**config.mk**
```make
export PLATFORM = sky130hd
export DESIGN_NAME = scq_scan_sequencer
export DESIGN_NICKNAME = d
export VERILOG_FILES = /design/src/shared/scq_pkg.sv /design/src/design/scq_scan_sequencer.sv
export SDC_FILE = /design/constraint.sdc
export NUM_CORES = 1
export LEC_CHECK = 0
export BUFFER_PORTS_ARGS = -buffer_cell sky130_fd_sc_hd__buf_2
export CAP_MARGIN = 20
export CORE_MARGIN = 10
export CORE_UTILIZATION = 43
export DETAILED_ROUTE_END_ITERATION = 16
export GPL_ROUTABILITY_DRIVEN = 1
export PLACE_DENSITY = 0.68
export SYNTH_ARGS = -nofsm -noshare
export SYNTH_HDL_FRONTEND = slang
export SYNTH_SLANG_ARGS = --single-unit
```
**constraint.sdc**
```tcl
create_clock -name mclk -period 2.7 [get_ports mclk]
set_input_delay 0.405 -clock mclk [delete_from_list [all_inputs] [get_ports mclk]]
set_output_delay 0.405 -clock mclk [all_outputs]
set_load 0.03 [all_outputs]
```
**src/shared/scq_pkg.sv**
```systemverilog
// Constants and types shared by the scan sequencer timing block.
package scq_pkg;

	// ----------------------------------------------------------------
	// Register map
	// ----------------------------------------------------------------
	localparam logic [3:0] SCQ_ADDR_SETUP = 4'h1;
	localparam logic [3:0] SCQ_ADDR_SCAN = 4'h7;
	localparam logic [3:0] SCQ_ADDR_TIMER = 4'h8;
	localparam logic [23:0] SCQ_SCAN_RST = 24'h000000;
	localparam logic [23:0] SCQ_TIMER_RST = 24'h000000;

	// ----------------------------------------------------------------
	// Field layout of the scan channel config register and of the output data tag
	// ----------------------------------------------------------------
	localparam int SCQ_DLY_LSB = 20;
	localparam int SCQ_DLY_MSB = 22;
	localparam int SCQ_EN_MSB = 15;
	localparam int SCQ_TAG_LSB = 20;

	// ----------------------------------------------------------------
	// Converter modes, gains, formats
	// ----------------------------------------------------------------
	localparam logic [1:0] SCQ_MODE_SHUT = 2'h0;
	localparam logic [1:0] SCQ_MODE_STBY = 2'h2;
	localparam logic [1:0] SCQ_MODE_CONV = 2'h3;
	localparam logic [2:0] SCQ_GAIN_THIRD = 3'h0;
	localparam logic [2:0] SCQ_GAIN_ONE = 3'h3;
	localparam logic [1:0] SCQ_FMT_TAGGED = 2'h3;

	// ----------------------------------------------------------------
	// Channel indices and forced multiplexer codes
	// ----------------------------------------------------------------
	localparam logic [3:0] SCQ_CH_OFFSET = 4'hf;
	localparam logic [3:0] SCQ_CH_VCM = 4'he;
	localparam logic [3:0] SCQ_CH_SUPPLY = 4'hd;
	localparam logic [3:0] SCQ_CH_TEMP = 4'hc;
	localparam logic [7:0] SCQ_MUX_OFFSET = 8'h88;
	localparam logic [7:0] SCQ_MUX_VCM = 8'hf8;
	localparam logic [7:0] SCQ_MUX_SUPPLY = 8'h98;
	localparam logic [7:0] SCQ_MUX_TEMP = 8'hde;
	localparam logic [7:0] SCQ_MUX_DIFF_D = 8'h67;
	localparam logic [7:0] SCQ_MUX_DIFF_C = 8'h45;
	localparam logic [7:0] SCQ_MUX_DIFF_B = 8'h23;
	localparam logic [7:0] SCQ_MUX_DIFF_A = 8'h01;
	localparam logic [3:0] SCQ_MUX_SE_LOW = 4'h8;

	// ----------------------------------------------------------------
	// Timing in decimated clock periods
	// ----------------------------------------------------------------
	localparam logic [23:0] SCQ_SETUP_PERIODS = 24'h000100;
	localparam logic [9:0] SCQ_DLY_BASE = 10'h008;

	typedef enum logic [4:0] {
		SCQ_IDLE = 5'b00001,
		SCQ_CONV = 5'b00010,
		SCQ_DELAY = 5'b00100,
		SCQ_GAP = 5'b01000,
		SCQ_SPARE = 5'b10000
	} scq_state_t;

endpackage

```
**src/design/scq_scan_sequencer.sv**
```systemverilog
// Scan sequencer: channel order, monitor overrides, intra and inter cycle timing.
//
// Behaviour
// - Supply channel: mux 0x98, gain one third
// - Overrides never alter stored register contents
// - Temperature channel: mux 0xde, unity gain
// - Offset channel shorts mux output to ground
// - Common-mode channel: mux 0xf8, unity gain
// - Delay code held in scan register 22:20
// - Delay codes map to 0,8..512 periods
// - Delay only between conversions of one cycle
// - Delay: internal standby, reads back 11
// - Mux switches to next input at conversion end
// - Continuous mode repeats cycles after timer gap
// - Gap equals timer value in periods
// - Counter decrements to zero, then cycle launches
// - Gap above 256: shutdown at cycle end
// - Shutdown case: power up at count 256
// - Gap below setup time: standby between cycles
// - Mode field reads 11 throughout scanning
// - Channels converted from highest enable bit down
// - Each conversion updates data and pulses ready
// - Tagged format puts channel tag in MSBs
module scq_scan_sequencer
	import scq_pkg::*;
(
	input wire logic mclk, // 250 MHz clock
	input wire logic rst_n, // Async reset, active low
	input wire logic dmclkTick, // One pulse per decimated clock period
	input wire logic regWrEn, // Register write strobe
	input wire logic [3:0] regAddr, // Register address
	input wire logic [23:0] regWrData, // Register write data
	output logic [23:0] regRdData, // Register read data
	input wire logic startScan, // Pulse: start scan sequence
	input wire logic continuous, // Continuous conversion mode
	input wire logic [2:0] gainSel, // Programmed gain select
	input wire logic [1:0] dataFormat, // Output format code
	input wire logic convDone, // Pulse: converter finished
	input wire logic [23:0] convData, // Converter result
	output logic convStart, // Pulse: begin a conversion
	output logic [7:0] muxCode, // Multiplexer code
	output logic [2:0] gainCode, // Effective converter gain
	output logic shortToGround, // Short mux output to ground
	output logic [1:0] adcModeInt, // Internal converter state
	output logic [23:0] dataOut, // Output data register
	output logic dataReady, // Pulse: new data
	output logic scanActive // Scan sequence running
);

	typedef struct packed {
		scq_state_t state;
		logic [3:0] ch;
		logic [23:0] cnt;
		logic [23:0] scanReg;
		logic [23:0] timerReg;
		logic [1:0] mode;
		logic [23:0] data;
		logic rdy;
		logic start;
	} scq_regs_t;

	scq_regs_t r_q, r_d;

	// ----------------------------------------------------------------
	// Helpers
	// ----------------------------------------------------------------
	function automatic logic [4:0] nextCh(input logic [15:0] en, input logic [4:0] below);
		logic [4:0] res;
		res = 5'h10;
		for (int i = 0; i < 16; i++) begin
			if (en[i] && (5'(i) < below)) begin
				res = 5'(i);
			end
		end
		return res;
	endfunction

	function automatic logic [23:0] dlyPeriods(input logic [2:0] code);
		logic [23:0] res;
		res = 24'h000000;
		if (code != 3'h0) begin
			res = {14'h0, SCQ_DLY_BASE << (code - 3'h1)};
		end
		return res;
	endfunction

	function automatic logic [7:0] chMux(input logic [3:0] ch);
		logic [7:0] res;
		case (ch)
			SCQ_CH_OFFSET: res = SCQ_MUX_OFFSET;
			SCQ_CH_VCM: res = SCQ_MUX_VCM;
			SCQ_CH_SUPPLY: res = SCQ_MUX_SUPPLY;
			SCQ_CH_TEMP: res = SCQ_MUX_TEMP;
			4'hb: res = SCQ_MUX_DIFF_D;
			4'ha: res = SCQ_MUX_DIFF_C;
			4'h9: res = SCQ_MUX_DIFF_B;
			4'h8: res = SCQ_MUX_DIFF_A;
			default: res = {1'b0, ch[2:0], SCQ_MUX_SE_LOW};
		endcase
		return res;
	endfunction

	logic [15:0] enMask;
	logic [4:0] following;
	logic [4:0] first;
	assign enMask = r_q.scanReg[SCQ_EN_MSB:0];
	assign following = nextCh(enMask, {1'b0, r_q.ch});
	assign first = nextCh(enMask, 5'h10);

	// ----------------------------------------------------------------
	// Sequencer
	// ----------------------------------------------------------------
	always_comb begin
		r_d = r_q;
		r_d.rdy = 1'b0;
		r_d.start = 1'b0;
		if (regWrEn && regAddr == SCQ_ADDR_SCAN) begin
			r_d.scanReg = regWrData;
		end
		if (regWrEn && regAddr == SCQ_ADDR_TIMER) begin
			r_d.timerReg = regWrData;
		end
		case (r_q.state)
			SCQ_IDLE: begin
				if (startScan && !first[4]) begin
					r_d.state = SCQ_CONV;
					r_d.ch = first[3:0];
					r_d.mode = SCQ_MODE_CONV;
					r_d.start = 1'b1;
				end
			end
			SCQ_CONV: begin
				if (convDone) begin
					r_d.rdy = 1'b1;
					r_d.data = convData;
					if (dataFormat == SCQ_FMT_TAGGED) begin
						r_d.data[23:SCQ_TAG_LSB] = r_q.ch;
					end
					if (!following[4]) begin
						r_d.ch = following[3:0];
						r_d.cnt = dlyPeriods(r_q.scanReg[SCQ_DLY_MSB:SCQ_DLY_LSB]);
						r_d.state = SCQ_DELAY;
						r_d.mode = SCQ_MODE_STBY;
					end else if (continuous && !first[4]) begin
						r_d.ch = first[3:0];
						r_d.cnt = r_q.timerReg;
						r_d.state = SCQ_GAP;
						if (r_q.timerReg > SCQ_SETUP_PERIODS) begin
							r_d.mode = SCQ_MODE_SHUT;
						end else begin
							r_d.mode = SCQ_MODE_STBY;
						end
					end else begin
						r_d.state = SCQ_IDLE;
						r_d.mode = SCQ_MODE_STBY;
					end
				end
			end
			SCQ_DELAY, SCQ_GAP: begin
				if (r_q.cnt == 24'h000000) begin
					r_d.state = SCQ_CONV;
					r_d.mode = SCQ_MODE_CONV;
					r_d.start = 1'b1;
				end else if (dmclkTick) begin
					r_d.cnt = r_q.cnt - 24'h000001;
					if (r_q.state == SCQ_GAP && r_q.cnt == SCQ_SETUP_PERIODS + 24'h000001) begin
						r_d.mode = SCQ_MODE_CONV;
					end
				end
			end
			default: begin
				r_d.state = SCQ_IDLE;
			end
		endcase
	end

	always_ff @(posedge mclk or negedge rst_n) begin
		if (!rst_n) begin
			r_q.state <= SCQ_IDLE;
			r_q.ch <= 4'h0;
			r_q.cnt <= 24'h000000;
			r_q.scanReg <= SCQ_SCAN_RST;
			r_q.timerReg <= SCQ_TIMER_RST;
			r_q.mode <= SCQ_MODE_SHUT;
			r_q.data <= 24'h000000;
			r_q.rdy <= 1'b0;
			r_q.start <= 1'b0;
		end else begin
			r_q <= r_d;
		end
	end

	// ----------------------------------------------------------------
	// Outputs
	// ----------------------------------------------------------------
	logic inConv;
	assign inConv = (r_q.state == SCQ_CONV);
	assign scanActive = (r_q.state != SCQ_IDLE);
	assign convStart = r_q.start;
	assign dataOut = r_q.data;
	assign dataReady = r_q.rdy;
	assign adcModeInt = r_q.mode;
	assign muxCode = chMux(r_q.ch);
	assign shortToGround = inConv && r_q.ch == SCQ_CH_OFFSET;

	// Override only the driven gain; the programmed field is left alone
	always_comb begin
		gainCode = gainSel;
		if (inConv && r_q.ch == SCQ_CH_SUPPLY) begin
			gainCode = SCQ_GAIN_THIRD;
		end else if (inConv && (r_q.ch == SCQ_CH_TEMP || r_q.ch == SCQ_CH_VCM)) begin
			gainCode = SCQ_GAIN_ONE;
		end
	end

	always_comb begin
		case (regAddr)
			SCQ_ADDR_SCAN: regRdData = r_q.scanReg;
			SCQ_ADDR_TIMER: regRdData = r_q.timerReg;
			SCQ_ADDR_SETUP: regRdData = {22'h0, scanActive ? SCQ_MODE_CONV : r_q.mode};
			default: regRdData = 24'h000000;
		endcase
	end
endmodule

```
==> reports/metrics.csv <==
metric,value,unit
swShare,0.443,
die_h,141,µm
viasPerCell,5.93,
synth_top_area_share,0.423,
grt_pass1_wl,31000,µm
fin_area,7720,µm²
synthesis.nets,747,
antenna_found_initial,0,
p_clk_frac,0.176,
p_int,4.45,mW
rsz0062_at_grt,yes,
core.rowCount,44,
hold_viol,0,
ctsRootBufferMaster,clkbuf_16,
pre_cts_ws,-0.0164,ns
drt-total-wl,19200,µm
grt_remaining_overflow,0,
synth_ff_type,dfrtp_1,
antenna_left,0,
yosys-top-cells-area,"dfrtp_1 42%, mux2_2 9.4%, nand2_1 5.7%, a22o_1 3.2%, buf_4 3.1%",
worst_slack,0.0150,ns
hold_buffers,0,
coreArea,14500,µm²
grt_usage,0.188,
clockBufferDepth,2,
firstDrtPassIters,5,
nets,869,
max-cap-violations,0,
finalSetupViolCount,0,
die-area,20000,µm²
relSlewSlack,0.547,
ys.warnings.count,0,
vias,5869,
avgSynthCellArea,9.32,µm²
maxClockFrequency,0.372,GHz
ios,129,
ys_ff_latch,108,
whs,0.0868,ns
combinationalPowerShare,0.488,
synthToLayoutAreaGrowth,22.0,%
startpoint_type,flip-flop,
required,2.95,ns
synthesis.area,6330,µm²
drc,0,
n_antenna_cell,0,
wl_per_cell,19.4,µm
layout_min_cycle_time,2.68,ns
async_reset_ff_frac,1.00,
final_layout_size_suffix_gt1_frac,0.359,
cp-end-kind,flip-flop,
yosysUniqueCellTypes,63,
drtIter0Drc,572,
grt_max_degree,109,
clkTransAtPathRegs,0.08,ns
finalCoreUtilization,0.533,
outcome,completed,
worstPathArrival,2.93,ns
worst_skew_pair.late_latency,0.36,ns
tightest_slew,0.671,ns
power_density,1030,nW/µm²
synth_top_area_cell,dfrtp_1,
cts.sinks,108,
p_switching,3.54,mW
ys_top_cells_by_count,"107 x dfrtp_1, 96 x nand2_1, 53 x mux2_2",
gp_congestion,0.909,
start_util,0.437,
yosysSeqAreaShare,0.427,
leakage,3.59,nW
p_seq_frac,0.336,
critPathKind,reg -> reg,
numPortBuffers,128,
tritoncts,done,
worstPathMaxFanout,8,
dpl.hpwl,14100,µm
period_share,0.994,
cts_inserted_buffers,9,
drv_slew,0,
htreeDepth,3,
min-delay-path-class,in -> async,
placedInstanceArea,7260,µm²
synth_edf_count,0,
die_width,141,µm
synth.most_common_cell,dfrtp_1,
grt_pass1_vias,5900,
final.fill_count,1291,
finClkSkew,0.00953,ns
syn_inst,679,
ir_drop,0.683,mV
power by group through the flow:
stage	sequential [mW]	clock (mW)	combinational (mW)
floorplan	2.48	0	2.81
global placement	2.65	0	3.65
detailed placement	2.68	0	3.71
CTS	2.66	1.44	3.78
global route	2.75	1.51	4.25
finish	2.68	1.41	3.90
sequential cells by signal (all words and copies together), names as in the netlist:
register and cells:
adcModeInt 2, dataOut 24, enMask 16, dataReady 1
r_q 64, convStart 1
metrics by stage:
step	std cells	total power [mW]	TNS, ns
after floorplan	679	5.29	-0.227
after global placement	970	6.30	0
after detailed placement	970	6.38	-0.0164
after CTS	987	7.88	0
after global routing	990	8.51	-0.0878
final	990	7.99	0
final cells by class:
type,count,area (µm²),share of cell area
Multi-Input combinational cell,473,3250,0.421
Timing Repair Buffer,191,1150,0.149
Tap cell,184,230,0.0298
Inverter,18,67.6,0.00875
Sequential cell,108,2710,0.351
Clock inverter,7,91.3,0.0118
Clock buffer,9,225,0.0292
layer usage:
| metal | routed length, µm | global-route usage | vias up |
|---|---|---|---|
| li1 | - | - | 2750 |
| met1 | 8040 | 0.241 | 2846 |
| met2 | 9400 | 0.303 | 248 |
| met3 | 1470 | 0.0461 | 25 |
| met4 | 312 | 0.0636 | 0 |
| met5 | 0 | 0 | - |
kinds of logic (layout without fill, tap and decap cells):
logic type	Yosys count	in the layout	share of synthesized area
fa+ha+maj	4	4	0.00791
compound gates	187	187	0.206
mux	60	60	0.105
xor+xnor	1	1	0.00138
simple gates	221	221	0.176
buf+inv	98	225	0.0765
flops	108	108	0.427
cell usage in the layout (no fill, tap or decap), drive strengths merged, types with 4 or more instances in the layout:
cell type and count:
a211oi 5, a21oi 22, a22o 23, a311oi 4
a31oi 31, buf 191, clkbuf 9, dfrtp 107
ha 4, inv 22, mux2 53, mux2i 7
nand2 97, nand3 21, nand4 6, nor2 22
nor3 15, nor4 13, nor4b 5, o21a 5
o21ai 36, o2bb2ai 16, o31ai 16, or3 12
or4 9
worst paths after layout:
path,from,endpoint,slack (ns),cells past startpoint
max reg2reg,r_q[93],r_q[84],0.02,6
min reg2reg,dataOut[9],dataOut[9],0.47,2
max in group asynchronous,rst_n,r_q[102],2.09,2
min in group mclk,convData[9],dataOut[9],0.24,3
min,rst_n,r_q[38],0.09,2
max,r_q[93],r_q[84],0.02,6
worst max-delay path, cell delays in order, from the launching register on:
cell and delay [ns]:
dfrtp_1 0.39, or4_4 0.55, or3_4 0.37, or4b_4 0.57, a31o_4 0.28, and2_4 0.21
a32o_1 0.22
timing repair:
item	in CTS	in global routing
buffers inserted	1	3
pin swaps	2	2
gates cloned	0	0
setup endpoints to repair	7	27
gates resized for setup	8	17
endpoints found under the hold margin	0	0
Note: power is estimated with default switching activity, not from simulation.
